<file path="config.mk">
export PLATFORM = sky130hd
export DESIGN_NAME = adcs_sequencer
export DESIGN_NICKNAME = d
export VERILOG_FILES = /design/src/design/adcs_sequencer_pad.sv /design/src/design/adcs_pkg.sv /design/src/design/adcs_sync.sv /design/src/design/adcs_sequencer.sv
export SDC_FILE = /design/constraint.sdc
export NUM_CORES = 1
export LEC_CHECK = 0
export ABC_AREA = 0
export BUFFER_PORTS_ARGS = -buffer_cell sky130_fd_sc_hd__buf_2
export CAP_MARGIN = 20
export CORE_ASPECT_RATIO = 0.9
export CORE_MARGIN = 5
export CORE_UTILIZATION = 35
export DETAILED_ROUTE_END_ITERATION = 10
export GPL_TIMING_DRIVEN = 1
export PLACE_DENSITY = 0.54
export SYNTH_ARGS = -nofsm -noshare
export SYNTH_HDL_FRONTEND = slang
export SYNTH_SLANG_ARGS = --single-unit
</file>
<file path="constraint.sdc">
create_clock -name clk_sys -period 2.5 [get_ports clk_sys]
set_input_delay 0.5 -clock clk_sys [delete_from_list [all_inputs] [get_ports clk_sys]]
set_output_delay 0.5 -clock clk_sys [all_outputs]
set_load 0.01 [all_outputs]
</file>
<file path="src/design/adcs_sequencer_pad.sv">
`timescale 1ns/100ps
`default_nettype none
`default_nettype wire

</file>
<file path="src/design/adcs_pkg.sv">
package adcs_pkg;

  // ****************************************
  // Clock and timing figures
  // ****************************************
  localparam int CLK_MHZ = 25;
  localparam logic [12:0] WIDE_LEN = 13'h002C;
  localparam logic [12:0] NARROW_LEN = 13'h0015;
  localparam logic [12:0] ACQ0_LEN = 13'h0006;
  localparam logic [12:0] ACQ1_LEN = 13'h000A;
  localparam logic [12:0] ACQ2_LEN = 13'h0012;
  localparam logic [12:0] ACQ3_LEN = 13'h0022;
  localparam int CAL_LEN_DEF = 4944;
  localparam logic [12:0] ZERO_LEN = 13'h004C;
  localparam logic [12:0] SYNC_MIN_LEN = 13'h0002;
  localparam logic [12:0] SYNC_MAX_LEN = 13'h0003;
  localparam logic [3:0] RDY_HIGH_SCLK = 4'h9;
  localparam logic [3:0] SEL_VALID_SCLK = 4'h8;
  localparam int PU_MAX_US = 700;
  localparam int HPU_TYP_US = 250;
  localparam int SPU_TYP_US = 500;
  localparam int HPU_CYC = HPU_TYP_US * CLK_MHZ;
  localparam int SPU_CYC = SPU_TYP_US * CLK_MHZ;
  localparam int PU_MAX_CYC = PU_MAX_US * CLK_MHZ;

  // ****************************************
  // Sequencer states
  // ****************************************
  typedef enum logic [7:0] {
    ST_IDLE = 8'h01,
    ST_ACQ  = 8'h02,
    ST_CVT  = 8'h04,
    ST_SYNC = 8'h08,
    ST_CAL  = 8'h10,
    ST_ZERO = 8'h20,
    ST_DOWN = 8'h40,
    ST_WAKE = 8'h80
  } adcs_state_t;

endpackage

</file>
<file path="src/design/adcs_sync.sv">
`timescale 1ns/100ps
`default_nettype none
// ****************************************
// Two-stage synchroniser
// ****************************************
module adcs_sync #(
  parameter int W = 1
) (
  // Clock and reset
  input wire logic clk_sys,
  input wire logic rst,
  // Asynchronous in, synchronous out
  input wire logic [W-1:0] d,
  output logic [W-1:0] q
);

  logic [W-1:0] meta;

  // First stage feeds only the second stage
  always_ff @(posedge clk_sys) begin
    if (rst) begin
      meta <= '0;
      q <= '0;
    end else begin
      meta <= d;
      q <= meta;
    end
  end

endmodule
`default_nettype wire

</file>
<file path="src/design/adcs_sequencer.sv">
// Behaviour
// - 12-bit conversion ends within 44 conversion clocks
// - 8-bit conversion ends within 21 conversion clocks
// - Sampling lasts programmed count, plus one
// - Calibration or auto-zero starts 2-3 clocks after strobe
// - Ready strobe high at most 9 serial clocks
// - End-of-conversion rises 250 us after pin release
// - End-of-conversion rises 500 us after power-up command
// - Power-down pin aborts and corrupts running conversion
`timescale 1ns/100ps
`default_nettype none
module adcs_sequencer
  import adcs_pkg::*;
#(
  parameter int HW_WAKE_CYC = adcs_pkg::HPU_CYC,
  parameter int SW_WAKE_CYC = adcs_pkg::SPU_CYC,
  parameter int CAL_LEN = adcs_pkg::CAL_LEN_DEF
) (
  // Clock and reset
  input wire logic clk_sys,
  input wire logic rst,
  // Pins from the outside world
  input wire logic conversion_clock,
  input wire logic serial_clk,
  input wire logic chip_select_n,
  input wire logic conversion_select,
  input wire logic power_down_pin,
  // Decoded commands from the serial decoder, one-cycle pulses
  input wire logic cmdStart,
  input wire logic cmdCal,
  input wire logic cmdAutoZero,
  input wire logic cmdPowerUp,
  input wire logic cmdPowerDown,
  input wire logic cmdReadDone,
  // Settings held by the serial decoder
  input wire logic res8,
  input wire logic [1:0] acqSel,
  // Status out
  output logic data_output_ready_n,
  output logic endFlag,
  output logic sampling,
  output logic converting,
  output logic dataValid,
  output logic selLatched
);
  import adcs_pkg::*;

  // ****************************************
  // State
  // ****************************************
  typedef struct packed {
    adcs_state_t state;
    logic [12:0] cnt;
    logic [14:0] wake;
    logic calKind;
    logic rdyN;
    logic [3:0] rdyCnt;
    logic [3:0] sckCnt;
    logic selLow;
    logic eoc;
    logic valid;
    logic prevCvClk;
    logic prevSck;
    logic prevOff;
  } adcs_regs_t;

  adcs_regs_t r;
  adcs_regs_t next_r;
  logic [4:0] pinS;
  logic cvClkS, sckS, csS, selS, offS;
  logic cvClkRise, sckRise, sckFall, offRise;
  logic [12:0] acqLen;
  logic [12:0] cvtLen;

  // Pins pass two flops before anything looks at them
  adcs_sync #(.W(5)) u_sync (
    .clk_sys(clk_sys),
    .rst(rst),
    .d({conversion_clock, serial_clk, chip_select_n, conversion_select,
        power_down_pin}),
    .q(pinS)
  );

  assign {cvClkS, sckS, csS, selS, offS} = pinS;
  assign cvClkRise = cvClkS & ~r.prevCvClk;
  assign sckRise = sckS & ~r.prevSck;
  assign sckFall = ~sckS & r.prevSck;
  assign offRise = offS & ~r.prevOff;

  // Programmed sampling window length
  always_comb begin
    case (acqSel)
      2'h0: acqLen = ACQ0_LEN;
      2'h1: acqLen = ACQ1_LEN;
      2'h2: acqLen = ACQ2_LEN;
      default: acqLen = ACQ3_LEN;
    endcase
  end

  // Conversion length by resolution
  assign cvtLen = res8 ? NARROW_LEN : WIDE_LEN;

  // ****************************************
  // Next-state logic
  // ****************************************
  always_comb begin
    next_r = r;
    next_r.prevCvClk = cvClkS;
    next_r.prevSck = sckS;
    next_r.prevOff = offS;
    // Conversion select is taken at the close of its valid window
    if (csS) begin
      next_r.sckCnt = 4'h0;
    end else if (sckRise && r.sckCnt != SEL_VALID_SCLK) begin
      next_r.sckCnt = r.sckCnt + 4'h1;
      if (r.sckCnt == SEL_VALID_SCLK - 4'h1) begin
        next_r.selLow = ~selS;
      end
    end
    // Ready strobe: raised by a read, dropped after 9 serial clocks
    if (cmdReadDone) begin
      next_r.rdyN = 1'b1;
      next_r.rdyCnt = 4'h0;
    end else if (r.rdyN && !csS && sckFall && r.state == ST_IDLE) begin
      next_r.rdyCnt = r.rdyCnt + 4'h1;
      if (r.rdyCnt == RDY_HIGH_SCLK - 4'h1) begin
        next_r.rdyN = 1'b0;
      end
    end else if (!r.rdyN) begin
      // Clear while low, so any later rise starts a fresh count
      next_r.rdyCnt = 4'h0;
    end
    case (r.state)
      ST_IDLE: begin
        next_r.cnt = 13'h0000;
        if (cmdPowerDown) begin
          next_r.state = ST_DOWN;
          next_r.eoc = 1'b0;
        end else if (cmdCal || cmdAutoZero) begin
          // The strobe rises here; the start waits for the domain crossing
          next_r.state = ST_SYNC;
          next_r.calKind = cmdCal;
          next_r.rdyN = 1'b1;
          next_r.eoc = 1'b0;
        end else if (cmdStart && r.selLow) begin
          next_r.state = ST_ACQ;
          next_r.eoc = 1'b0;
          next_r.rdyN = 1'b1;
        end
      end
      ST_ACQ: begin
        // First edge lands within a period, so one more edge is counted
        if (cvClkRise) begin
          next_r.cnt = r.cnt + 13'h0001;
          if (r.cnt == acqLen) begin
            next_r.state = ST_CVT;
            next_r.cnt = 13'h0000;
          end
        end
      end
      ST_CVT: begin
        if (cvClkRise) begin
          next_r.cnt = r.cnt + 13'h0001;
          if (r.cnt == cvtLen - 13'h0001) begin
            next_r.state = ST_IDLE;
            next_r.eoc = 1'b1;
            next_r.rdyN = 1'b0;
            next_r.valid = 1'b1;
          end
        end
      end
      ST_SYNC: begin
        // Third edge falls between two and three periods after the strobe
        if (cvClkRise) begin
          next_r.cnt = r.cnt + 13'h0001;
          if (r.cnt == SYNC_MAX_LEN - 13'h0001) begin
            next_r.state = r.calKind ? ST_CAL : ST_ZERO;
            next_r.cnt = 13'h0000;
          end
        end
      end
      ST_CAL: begin
        if (cvClkRise) begin
          next_r.cnt = r.cnt + 13'h0001;
          if (r.cnt == 13'(CAL_LEN - 1)) begin
            next_r.state = ST_IDLE;
            next_r.eoc = 1'b1;
          end
        end
      end
      ST_ZERO: begin
        if (cvClkRise) begin
          next_r.cnt = r.cnt + 13'h0001;
          if (r.cnt == ZERO_LEN - 13'h0001) begin
            next_r.state = ST_IDLE;
            next_r.eoc = 1'b1;
          end
        end
      end
      ST_DOWN: begin
        // Software wake needs the pin released as well
        if (cmdPowerUp && !offS) begin
          next_r.state = ST_WAKE;
          next_r.wake = 15'(SW_WAKE_CYC - 1);
        end else if (!offS && r.prevOff) begin
          next_r.state = ST_WAKE;
          next_r.wake = 15'(HW_WAKE_CYC - 1);
        end
      end
      ST_WAKE: begin
        if (r.wake == 15'h0000) begin
          next_r.state = ST_IDLE;
          next_r.eoc = 1'b1;
        end else begin
          next_r.wake = r.wake - 15'h0001;
        end
      end
      default: begin
        next_r.state = ST_IDLE;
      end
    endcase
    // The pin wins over everything; a running conversion is lost
    if (offS && r.state != ST_DOWN) begin
      next_r.state = ST_DOWN;
      next_r.eoc = 1'b0;
      if (r.state == ST_ACQ || r.state == ST_CVT) begin
        next_r.valid = 1'b0;
      end
    end
  end

  // State register
  always_ff @(posedge clk_sys) begin
    if (rst) begin
      r <= '{state: ST_IDLE, cnt: 13'h0000, wake: 15'h0000, calKind: 1'b0,
             rdyN: 1'b1, rdyCnt: 4'h0, sckCnt: 4'h0, selLow: 1'b0,
             eoc: 1'b1, valid: 1'b0, prevCvClk: 1'b0, prevSck: 1'b0,
             prevOff: 1'b0};
    end else begin
      r <= next_r;
    end
  end

  // Outputs straight from the state flops
  // One-hot codes, so a single state bit is itself a flop output
  assign data_output_ready_n = r.rdyN;
  assign endFlag = r.eoc;
  assign sampling = r.state[1];
  assign converting = r.state[2];
  assign dataValid = r.valid;
  assign selLatched = r.selLow;
endmodule
`default_nettype wire

</file>
## After elaboration in Yosys (flattened, before gate mapping)

Cells that the tools add are included.

| operators by class | value |
|---|---|
| add/subtract/negate cells | 5 |
| multipliers | 0 |
| divide/modulo/power cells | 0 |
| order comparisons | 0 |
| equal/unequal tests | 47 |
| shifts and indexed selects | 0 |
| muxes and demuxes | 51 |
| bitwise operators | 9 |
| reduce and logical (&&, ||, !) cells | 27 |

Operators by type and width:

| operator | number |
|---|---|
| 21-bit two-way mux | 7 |
| 13-bit case mux with 6 select lines | 1 |
| 8-bit two-way mux | 9 |
| 8-bit case mux with 8 select lines | 1 |
| 15-bit two-way mux | 3 |
| 3-bit != test (second input constant) | 12 |
| 15-bit case mux with 2 select lines | 1 |
| 13-bit equality test | 2 |
| 13-bit AND reduction | 2 |
| 2-bit != test (second input constant) | 12 |
| 6-bit case mux with 3 select lines | 1 |
| 1-bit two-way mux | 17 |
| 15-bit zero test | 1 |
| 15-bit by 1-bit subtractor with 15-bit output (second input constant) | 1 |
| 13-bit by 1-bit adder with 13-bit output (second input constant) | 1 |
| 13-bit equality test (second input constant) | 1 |
| 13-bit by 2-bit equality test with 1-bit output (second input constant) | 1 |
| 13-bit by 7-bit equality test with 1-bit output (second input constant) | 1 |
| 6-bit two-way mux | 2 |
| 6-bit nonzero test | 2 |
| 3-bit AND reduction | 3 |
| 9-bit AND reduction | 1 |
| 4-bit by 1-bit adder with 4-bit output (second input constant) | 2 |
| 8-bit by 1-bit equality test with 1-bit output (second input constant) | 1 |
| 32 further kinds | 54 |

| word-level totals | value |
|---|---|
| bits in registers | 62 |
| latch bits | 0 |
| RAM bits | 0 |
| memory bits (read-only) | 0 |
| bits of input ports | 16 |
| output and inout port bits | 6 |
| word-level logic and storage cells | 155 |
| memories | 0 |

## Logic depth before layout (Yosys ltp)

Gate-level depths: netlist of the first run.

| depth | value |
|---|---|
| word-level depth | 10 |
| mapped depth | 9 |
| depth with buffers taken out | 8 |

## By module

A second synthesis of the first run with hierarchy kept.

| unflattened totals | value |
|---|---|
| cell total of the unflattened synthesis | 418 |
| area total of the unflattened synthesis | 3,399.5 µm² |

By module, submodules not included:

| module | instances | cells each | area each (µm²) | seq. area each (µm²) |
|---|---|---|---|---|
| adcs_sequencer | 1 | 398 | 3,136.8 | 1,041.0 |
| adcs_sync | 1 | 20 | 262.8 | 200.2 |

## Least setup slack after synthesis of the first run

No wires, ideal clock.

| path | value |
|---|---|
| path type | register -> register |
| start | register r[32] (netlist name) |
| end | register r[44] (netlist name) |
| setup time | 0.122 ns |
| arrival time | 2.324 ns |
| data required time | 2.378 ns |
| slack | 0.054 ns |
| cell stages (with the launch flop) | 9 |
| path buffers | 1 |
| clock period less this slack | 2.446 ns |
| path through | dfxtp_1 -> ha_1 -> or3b_2 -> nor3_2 -> a21boi_1 -> o21ai_0 -> or3_1 -> buf_6 -> a311o_1 |

| on the way | value |
|---|---|
| word-level cells in the longest chain between the ends | 3 |
| elaborated cells on any way between the ends | 11 |
| those cells by class | eq/ne: 10; reduce/logical: 1 |

RTL lines:

| element | RTL line | source |
|---|---|---|
| start: declaration | adcs_sequencer.sv:67 | `adcs_regs_t r;` |
| start signal: assignment | adcs_sequencer.sv:235 | `r <= '{state: ST_IDLE, cnt: 13'h0000, wake: 15'h0000, calKind: 1'b0,` |
| start signal: assignment | adcs_sequencer.sv:240 | `r <= next_r;` |
| 13-bit by 7-bit equality test with 1-bit output (tied with other cells) | adcs_sequencer.sv:194 | `if (r.cnt == ZERO_LEN - 13'h0001) begin` |
| 3-bit != test (no line) | n/a |  |
| 13-bit AND reduction (no line) * | n/a |  |

Every way passes the cells marked *; elsewhere a longest branch is shown, timed or not.
A chain may end at the register's enable or synchronous reset.

## Worst setup path after layout of the first run

| path | value |
|---|---|
| start | register r[40] (netlist name) |
| end | register r[50] (netlist name) |

Same word-level chain as after synthesis.

==> impl_metrics.csv, run 1 <==
group,metric,value,unit
clocking,cts_tree,"built",
power_and_ir_drop,p_leak,1.52,nW
setup_path,crit_type,"flop to flop",
final_layout,stdcell_count,591,
final_layout,area_growth,20.2,%
power_and_ir_drop,ir_drop,0.240,mV
routing,num_vias,3178,
sta,min_period_over_period,0.973,
sta,slew_headroom,0.616,
logic_synthesis,syn_nets,436,
setup_path,crit_arrival,2.67,ns
final_layout,design_area,4050,um^2
routing,vias_per_cell,5.38,
die,fp.dieArea,11700,um^2
logic_synthesis,async_flop_share,0,
logic_synthesis,syn_area,3370,um^2
place,post-place-ws,0.0212,ns
final_layout,mostFrequentLayoutCells,"dfxtp_1, nor2_1, buf_4",
die,placementRows,34,
logic_synthesis,yosysSeqAreaShare,0.368,
sta,setup_violations,0,
setup_path,cp-start-kind,"flop",
die,start_util,0.353,
clocking,clock_sinks,62,
place,dp.cells,571,
worst_hold_path,hold_path.class,"input pin to flop",
job,drv_cap,0,
clocking,clock_path_buffers,2,
clocking,cts_root_buffer,"clkbuf_8",
final_layout,final_nets,484,
routing,drc,0,
final_layout,final_common_cell,"dfxtp_1",
setup_path,crit_chain,"or4_4 -> buf_4 -> nor3_4 -> buf_4 -> a21o_1 -> o21ai_2 -> or3_4 -> buf_4 -> a31o_1",
logic_synthesis,synth-main-ff-cell,"dfxtp_1",
clocking,htreeDepth,3,
logic_synthesis,syn_inst,412,
global_routing,grt_pass1_wl,14200,um
sta,skew,0.0128,ns
routing,wl,8590,um
routing,drt_iter0_drc,216,
place,dpl_cell_area,3770,um^2
global_routing,first_global_vias,2902,
sta,fmax,411,MHz
logic_synthesis,post_synth.cell_area_avg,8.18,um^2
routing,avgRoutedWirePerCell,14.5,um
logic_synthesis,ys.warnings.count,0,
logic_synthesis,synth_cell_types,64,
clocking,clkLatencyLatePin,0.35,ns
status,status,"complete, no violations",
routing,drtAntennaViolNets,0,
routing,dr.pass1.iters,4,
clocking,clk_pin_slew,0.07,ns
final_layout,antenna_cells,0,
global_routing,grt_max_degree,30,
die,die_h,103,um
clocking,cts_buffers,9,
sta,timing.final.max_slew_violations,0,
logic_synthesis,synth-seq-cells,62,
logic_synthesis,synth_edf_count,0,
place,portBuffers,21,
setup_path,critical_path_required,2.74,ns
setup_path,critPathMaxFanout,4,
setup_path,crit_path_end_kind,"flop",
setup_path,worst_path_largest_cell_delay,0.57,ns
setup_path,cp_slowest_cell,"or4_4",
place,gp_congestion,0.890,
setup_path,crit_path_frequent_cell,"buf_4",
global_routing,grt.overflow.total,0,
die,die_w,113,um
power_and_ir_drop,p_per_area,596,nW/um^2
global_routing,track_usage,0.151,
sta,final_hold_viol_count,0,
setup_path,reg2reg_slack,0.07,ns
sta,timing.final.ws_setup,0.0664,ns
power_and_ir_drop,power,2.41,mW
sta,setup_tns,0,ns
global_routing,antenna_found_initial,0,
die,io_pins,22,
place,hpwl,6150,um
die,design.core.area,9530,um^2
final_layout,drive_above_1_share,0.196,
sta,worstMarginPinSlew,0.573,ns
sta,min_period,2.43,ns
==> path summary, 6_finish.rpt <==
kind	startpoint	endpoint	depth (start not counted)
min	conversion_clock	u_sync.meta[4]	2
max	r[40]	r[50]	9
max reg2reg	r[40]	r[50]	9
min reg2reg	u_sync.q[1]	selLatched	1
==> state kept, by name (all words and copies together) (netlist names) <==
register,cells
sampling,1
u_sync.q,5
r,46
data_output_ready_n,1
dataValid,1
endFlag,1
converting,1
u_sync.meta,5
selLatched,1
==> cells in the mapped netlist, drive strengths merged, types with 3 or more instances <==
library cell  instances  share of area
nor2                 39          0.043
and4                  3         0.0078
buf                   7          0.014
dfxtp                62           0.37
and2                  4         0.0074
o211ai                5          0.011
mux2i                 5          0.015
nand4b                5          0.013
and3                  6          0.011
nand4                 3         0.0056
nand2b                9          0.017
nor3                 22          0.034
clkbuf               12          0.013
nand3b                4         0.0089
inv                  14          0.016
nand2                32          0.036
ha                    8          0.030
a31oi                19          0.035
nand3                15          0.022
xor2                  7          0.018
nor2b                18          0.033
a211oi                6          0.015
nor3b                 5          0.013
or3                   3         0.0056
nor4                  8          0.020
nor4b                 4          0.010
a21oi                21          0.031
xnor2                 5          0.013
or4                   4          0.010
o21ai                25          0.037
==> worst max-delay path: cells and delay by family (launching register included) <==
kind | cells | cell delay [ns]
buffers and inverters | 3 | 0.45
AOI/OAI and AO/OA | 3 | 0.41
and+or+nand+nor | 3 | 1.14
DFF | 1 | 0.33
==> stage by stage <==
stage           util  hold WS [ns]
3_3_place_gp   0.396         0.413
6_report       0.425         0.359
2_1_floorplan      -         0.402
5_1_grt        0.425         0.352
4_1_cts        0.418         0.345
3_5_place_dp   0.396         0.424
==> routing by layer <==
| layer | track usage | routed length, um |
|---|---|---|
| met5 | 0 | 0 |
| met3 | 0.0458 | 475 |
| met4 | 0.0481 | 155 |
| met2 | 0.242 | 3920 |
| met1 | 0.198 | 4040 |
==> kinds of logic (layout without fill, tap and decap cells) <==
| group | count (synthesis) | in the layout | synth area share |
|---|---|---|---|
| buffers and inverters | 33 | 86 | 0.0427 |
| XOR/XNOR | 12 | 12 | 0.0312 |
| multiplexers | 6 | 6 | 0.0182 |
| AND/OR/NAND/NOR | 193 | 193 | 0.325 |
| AO/OA/AOI/OAI | 98 | 98 | 0.185 |
| flip-flops | 62 | 62 | 0.368 |
| adder cells (fa/ha/maj) | 8 | 8 | 0.0297 |
==> repair_timing <==
item | in CTS | in global routing
setup buffers | 0 | 4
pin swaps | 0 | 7
gates cloned | 0 | 0
resized for setup | 1 | 9
hold buffers | 0 | 0
endpoints found under the setup margin | 1 | 6
==> final cells by class <==
type	instances	area [um^2]
Fill cell	987	5480
Multi-Input combinational cell	317	2020
Clock inverter	4	55.1
Tap cell	126	158
Timing Repair Buffer	56	368
Clock buffer	12	155
Inverter	14	52.6
Sequential cell	62	1240
==> power by group <==
part	internal, mW	switching (mW)	total [mW]
registers	1.02	0.0372	1.06
logic	0.188	0.235	0.423
clock network	0.519	0.410	0.929
Power figures use the tool's default switching activity.
==> run 2, diff against run 1 <==
--- a/config.mk
+++ b/config.mk
@@ -13,7 +13,7 @@
 export CORE_UTILIZATION = 35
 export DETAILED_ROUTE_END_ITERATION = 10
 export GPL_TIMING_DRIVEN = 1
-export PLACE_DENSITY = 0.54
+export PLACE_DENSITY_LB_ADDON = 0.15
 export SYNTH_ARGS = -nofsm -noshare
 export SYNTH_HDL_FRONTEND = slang
 export SYNTH_SLANG_ARGS = --single-unit
==> run 2 against run 1 <==
  * Setup slack improved by 0.0042 ns
  * Flip-flop and latch count did not move
  * Via count fell by 1.6%
  * Sequential share of layout area rose by 0.12 points
  * Hold slack got worse by 0.00066 ns
  * Clock skew fell by 0.0022 ns
  * Non-clock buffer count rose by 1
  * First-iteration DRC count fell by 30%
  * Global-route usage rose by 0.96 points
  * Highest routed layer unchanged
==> impl_metrics.csv, run 2 (synthesis results as in run 1) <==
group,metric,value,unit
status,status,"complete, no violations",
sta,fmax,412,MHz
final_layout,largest_reg_flops,46,
die,die_h,103,um
sta,final_hold_viol_count,0,
clocking,clock_path_buffers,2,
place,hpwl,6480,um
global_routing,antenna_found_initial,0,
setup_path,cp-start-kind,"flop",
clocking,postCtsSetupRepairBufs,0,
final_layout,mostFrequentLayoutCells,"dfxtp_1, nor2_1, buf_4",
clocking,clock_sinks,62,
final_layout,drive_above_1_share,0.202,
final_layout,antenna_cells,0,
setup_path,critPathMaxFanout,6,
global_routing,track_usage,0.161,
sta,min_period,2.43,ns
power_and_ir_drop,seqPwrFrac,0.461,
routing,drc,0,
routing,num_vias,3128,
die,placementRows,34,
setup_path,cp_num_buf_inv,0,
power_and_ir_drop,p_leak,1.52,nW
sta,rsz0062_at_grt,"yes",
die,start_util,0.353,
power_and_ir_drop,p_comb_frac,0.182,
clocking,clk_pin_slew,0.08,ns
sta,skew,0.0106,ns
sta,timing.final.max_slew_violations,0,
place,gp_congestion,0.857,
final_layout,stdcell_count,592,
global_routing,first_global_vias,3039,
routing,vias_per_cell,5.28,
routing,drtAntennaViolNets,0,
power_and_ir_drop,ir_drop,0.248,mV
clocking,cts_tree,"built",
sta,hold_slack,0.359,ns
power_and_ir_drop,power.internal,1.58,mW
power_and_ir_drop,switchingPower,0.722,mW
setup_path,critical_path_required,2.74,ns
routing,wl,8760,um
die,die_w,113,um
die,io_pins,22,
power_and_ir_drop,netSwitchingFraction,0.313,
job,drv_cap,0,
sta,slew_headroom,0.618,
routing,avgRoutedWirePerCell,14.8,um
place,portBuffers,21,
clocking,ctsHoldBuffers,0,
setup_path,cp_slowest_cell,"or4b_4",
final_layout,final_common_cell,"dfxtp_1",
clocking,clkLatencyLatePin,0.34,ns
die,design.core.area,9530,um^2
setup_path,cp_top_family,"simple AND/OR/NAND/NOR gates",
setup_path,crit_arrival,2.66,ns
sta,worstMarginPinSlew,0.571,ns
routing,dr.pass1.iters,4,
clocking,cts_buffers,9,
setup_path,crit_path_end_kind,"flop",
clocking,htreeDepth,3,
final_layout,top_register,"r",
sta,setup_violations,0,
final_layout,final_nets,485,
worst_hold_path,hold_path.class,"input pin to flop",
final_layout,area_growth,19.7,%
die,fp.dieArea,11700,um^2
setup_path,crit_chain,"or4b_4 -> and4bb_1 -> o22ai_2 -> a211o_1 -> or3_4 -> a311o_1",
global_routing,grt_pass1_wl,15000,um
final_layout,reg.largest.list,"r x46, u_sync.meta x5, u_sync.q x5",
setup_path,crit_type,"flop to flop",
clocking,cts_root_buffer,"clkbuf_8",
place,dp.cells,576,
power_and_ir_drop,clockPowerShare,0.357,
sta,min_period_over_period,0.972,
global_routing,grt.overflow.total,0,
routing,drt_iter0_drc,151,
setup_path,worst_path_largest_cell_delay,0.55,ns
global_routing,grt_max_degree,23,
power_and_ir_drop,p_per_area,572,nW/um^2
## run 2: repair_timing
| item | in CTS | in global routing |
|---|---|---|
| gates resized for setup | 0 | 10 |
| hold endpoints to repair | 0 | 0 |
| endpoints found under the setup margin | 0 | 8 |
## run 2: power groups by stage
stage                     Sequential (mW)  Clock, mW  Combinational, mW
final                                1.06      0.823              0.419
after global routing                 1.07      0.907              0.466
after CTS                            1.06      0.859              0.414
after detailed placement             1.08          0              0.410
after global placement               1.08          0              0.412
after floorplan                      1.08          0              0.267
## run 2: area by class of cell
class	count	area [um^2]
clock buffer	9	124
clock inverter	7	56.3
sequential	62	1240
timing repair buffer	57	375
inverter	14	52.6
multi-input combinational	317	2020
tap	126	158
fill	978	5500
## run 2: path summary, 6_finish.rpt
| kind | to | slack, ns | depth (start not counted) | start |
|---|---|---|---|---|
| setup / recovery | r[44] | 0.07 | 6 | r[35] |
| hold / removal | u_sync.meta[3] | 0.36 | 2 | serial_clk |
| setup reg to reg | r[44] | 0.07 | 6 | r[35] |
| hold reg to reg | u_sync.q[1] | 0.44 | 1 | u_sync.meta[1] |
## run 2: stage by stage
step	utilization	setup WS (ns)	setup TNS, ns	cell area, um^2	total power, mW
2_1_floorplan	-	0.0536	0	3370	1.34
3_3_place_gp	0.400	0.0554	0	3810	1.50
3_5_place_dp	0.400	0.0155	0	3810	1.49
4_1_cts	0.419	0.00507	0	3990	2.33
5_1_grt	0.423	-0.0225	-0.0514	4030	2.44
6_report	0.423	0.0706	0	4030	2.30
## run 2: worst register-to-register path, delay by kind of cell, from the launching register on
kind               cells  cell delay (ns)
DFF                    1             0.32
and+or+nand+nor        3             1.21
AOI/OAI and AO/OA      3             0.80
## run 2: layer usage
layer / vias to the layer above / global-route usage / routed length (um)
met3: 9 / 0.0305 / 373
li1: 1607 / - / -
met2: 67 / 0.249 / 3890
met4: 0 / 0.0647 / 102
met1: 1445 / 0.223 / 4400
met5: - / 0 / 0
==> run 3, diff against run 2 <==
--- a/config.mk
+++ b/config.mk
@@ -5,9 +5,11 @@
 export SDC_FILE = /design/constraint.sdc
 export NUM_CORES = 1
 export LEC_CHECK = 0
-export ABC_AREA = 0
+export ABC_AREA = 1
 export BUFFER_PORTS_ARGS = -buffer_cell sky130_fd_sc_hd__buf_2
 export CAP_MARGIN = 20
+export CELL_PAD_IN_SITES_DETAIL_PLACEMENT = 1
+export CELL_PAD_IN_SITES_GLOBAL_PLACEMENT = 1
 export CORE_ASPECT_RATIO = 0.9
 export CORE_MARGIN = 5
 export CORE_UTILIZATION = 35
==> constraint.sdc (replaced) <==
create_clock -name clk_sys -period 2.9 [get_ports clk_sys]
set_input_delay 0.58 -clock clk_sys [delete_from_list [all_inputs] [get_ports clk_sys]]
set_output_delay 0.58 -clock clk_sys [all_outputs]
set_load 0.01 [all_outputs]
==> run 3 against run 2 <==
  * First-iteration DRC count up 27%
  * Flip-flop and latch count unchanged
  * Count of clock-buffer cells in the layout up 3
  * Highest routed layer unchanged
  * Largest cell class unchanged
  * Largest power group is now combinational logic
  * Register-to-register slack better by 0.80 ns
  * Wire length up 37%
  * Critical endpoint is now r[26]
  * Clock power up 22%
==> impl_metrics.csv, run 3 <==
group,metric,value,unit
status,status,"complete, no violations",
global_routing,antenna_found_initial,0,
sta,setup_tns,0,ns
sta,fmax,494,MHz
logic_synthesis,synth_edf_count,0,
die,design.core.area,11400,um^2
setup_path,r2r.worst_path.cells,11,
final_layout,mostFrequentLayoutCells,"nand2_1, nor2_1, inv_1",
die,io_pins,22,
clocking,ctsHoldBuffers,0,
final_layout,largest_reg_flops,46,
place,gp_congestion,0.881,
sta,setup_violations,0,
routing,vias_per_cell,4.92,
setup_path,timing.rr.end,"r[26]",
logic_synthesis,yosysMostFrequentCell,"nand2_1",
final_layout,final_common_cell,"nand2_1",
routing,avgRoutedWirePerCell,14.7,um
clocking,cts_tree,"built",
logic_synthesis,synth_cell_types,42,
clocking,clk_pin_slew,0.05,ns
die,start_util,0.356,
routing,num_vias,4032,
worst_hold_path,hold_path.class,"flop to flop",
final_layout,drive_above_1_share,0.137,
logic_synthesis,async_flop_share,0,
final_layout,post-route-util,0.400,
sta,worstMarginPinSlew,0.608,ns
routing,wl,12000,um
setup_path,crit_chain,"nor2_4 -> nand2_1 -> nor2_1 -> buf_4 -> nand2_1 -> nand2_2 -> nand2_4 -> inv_2 -> nand2_1 -> nand2_1 -> nor3_1",
final_layout,reg.largest.list,"r x46, u_sync.meta x5, u_sync.q x5",
global_routing,grt_max_degree,37,
logic_synthesis,syn_nets,662,
sta,timing.final.max_slew_violations,0,
job,drv_cap,0,
power_and_ir_drop,netSwitchingFraction,0.463,
place,portBuffers,21,
clocking,cts_buffers,9,
setup_path,cp-endpoint,"r[26]",
global_routing,track_usage,0.188,
logic_synthesis,synth.largest_area_cell,"dfxtp_1",
routing,drc,0,
global_routing,grt.overflow.total,0,
power_and_ir_drop,clockPowerShare,0.252,
global_routing,grt_pass1_wl,20500,um
power_and_ir_drop,power.internal,2.13,mW
final_layout,area_growth,12.3,%
die,placementRows,37,
setup_path,cp-start-kind,"flop",
power_and_ir_drop,p_leak,2.11,nW
sta,slew_headroom,0.594,
setup_path,crit_type,"flop to flop",
power_and_ir_drop,switchingPower,1.83,mW
power_and_ir_drop,seqPwrFrac,0.269,
setup_path,critPathMaxFanout,15,
die,die_h,112,um
setup_path,crit_arrival,2.25,ns
power_and_ir_drop,p_per_area,870,nW/um^2
setup_path,startpoint,"r[48]",
clocking,clock_sinks,62,
clocking,clkLatencyLatePin,0.35,ns
power_and_ir_drop,p_comb_frac,0.478,
global_routing,first_global_vias,4149,
setup_path,regToRegStartpoint,"r[48]",
final_layout,nFillCells,1546,
final_layout,antenna_cells,0,
sta,final_hold_viol_count,0,
setup_path,reg2reg_slack,0.87,ns
sta,min_period_over_period,0.698,
clocking,cts_root_buffer,"clkbuf_16",
sta,hold_slack,0.403,ns
clocking,postCtsSetupRepairBufs,0,
routing,dr.pass1.iters,4,
setup_path,crit_path_end_kind,"flop",
routing,drtAntennaViolNets,0,
clocking,htreeDepth,3,
logic_synthesis,synth-main-ff-cell,"dfxtp_1",
logic_synthesis,synth-seq-cells,62,
logic_synthesis,yosysSeqAreaShare,0.306,
place,hpwl,9220,um
logic_synthesis,synth_top_area_frac,0.306,
power_and_ir_drop,ir_drop,0.308,mV
logic_synthesis,ys.warnings.count,0,
sta,min_period,2.03,ns
setup_path,worst_path_largest_cell_delay,0.37,ns
final_layout,multi_input_area,2360,um^2
logic_synthesis,post_synth.cell_area_avg,6.36,um^2
logic_synthesis,syn_inst,638,
routing,drt_iter0_drc,192,
die,fp.dieArea,13800,um^2
final_layout,final_nets,683,
clocking,clock_path_buffers,2,
setup_path,crit_path_frequent_cell,"nand2_1",
setup_path,critical_path_required,3.13,ns
logic_synthesis,synth_common_cells,"nand2_1, nor2_1, inv_1",
logic_synthesis,syn_area,4060,um^2
final_layout,top_register,"r",
final_layout,regArea,1240,um^2
setup_path,cp_slowest_cell,"dfxtp_1",
clocking,cts_resized,0,
sta,rsz0062_at_grt,"no",
sta,skew,0.00836,ns
logic_synthesis,synth.area.top_cells,"dfxtp_1, nand2_1, nor2_1",
die,die_w,123,um
run 3: changes by cell type in the layout (fill, tap and decap cells not counted), moves of 9 or more:
cell       before  now
nor2_1         39   89
nand3_1        15   47
inv_1          14   84
nand4_1         3   17
a21oi_1        20   35
nor2_2          0   13
buf_4          36    2
inv_2           0   10
nor2b_1        18    0
a31oi_1        19    6
nand2b_1        9    0
nand2_1        32  161
clkbuf_16       0    9
run 3: critical path: cells and delay by family, from the launching register on:
kind,cells,cell delay [ns]
AND/OR/NAND/NOR,9,1.12
flip-flops,1,0.37
buffers and inverters,2,0.41
run 3: layer usage:
layer | up-vias | share of wire | track usage
li1 | 2063 | - | -
met1 | 1916 | 0.50 | 0.255
met2 | 40 | 0.45 | 0.296
met3 | 13 | 0.034 | 0.0504
met4 | 0 | 0.012 | 0.0465
met5 | - | 0 | 0
run 3: power by group through the flow:
| stage | Combinational (mW) | Sequential (mW) | Clock (mW) |
|---|---|---|---|
| after floorplan | 1.53 | 1.06 | 0 |
| after global placement | 1.85 | 1.08 | 0 |
| after detailed placement | 1.89 | 1.09 | 0 |
| after CTS | 1.91 | 1.07 | 1.03 |
| after global routing | 2.15 | 1.08 | 1.07 |
| final | 1.90 | 1.07 | 1.00 |
run 3: cell families after synthesis:
logic type | synth area share
and+or+nand+nor | 0.438
buffers and inverters | 0.111
AOI/OAI and AO/OA | 0.0978
DFF | 0.306
xor gates and xnor gates | 0.0194
adders and majority gates | 0.0247
muxes | 0.00247
run 3: worst min-delay path by stage:
stage / start / end / slack, ns / cells past startpoint
after floorplan: u_sync.meta[0] / u_sync.q[0] / 0.39 / 2
after global placement: u_sync.meta[4] / u_sync.q[4] / 0.39 / 2
after detailed placement: u_sync.meta[0] / u_sync.q[0] / 0.40 / 2
after CTS: u_sync.meta[0] / u_sync.q[0] / 0.41 / 2
after global routing: u_sync.meta[0] / u_sync.q[0] / 0.43 / 2
final: u_sync.meta[1] / u_sync.q[1] / 0.40 / 2
run 3: layout make-up:
| type | instances | area share |
|---|---|---|
| multi-input combinational | 467 | 0.519 |
| sequential | 62 | 0.273 |
| inverter | 96 | 0.0802 |
| clock buffer | 12 | 0.0541 |
| tap | 156 | 0.0429 |
| timing repair buffer | 23 | 0.0264 |
| clock inverter | 4 | 0.00495 |
run 3: per-stage QoR:
stage	std cells	instance area (um^2)	power [mW]	setup slack (ns)
4_1_cts	820	4550	4.01	0.849
3_5_place_dp	804	4290	2.97	0.680
5_1_grt	820	4550	4.31	0.690
6_report	820	4550	3.96	0.875
2_1_floorplan	638	4060	2.60	1.34
3_3_place_gp	804	4290	2.93	0.678
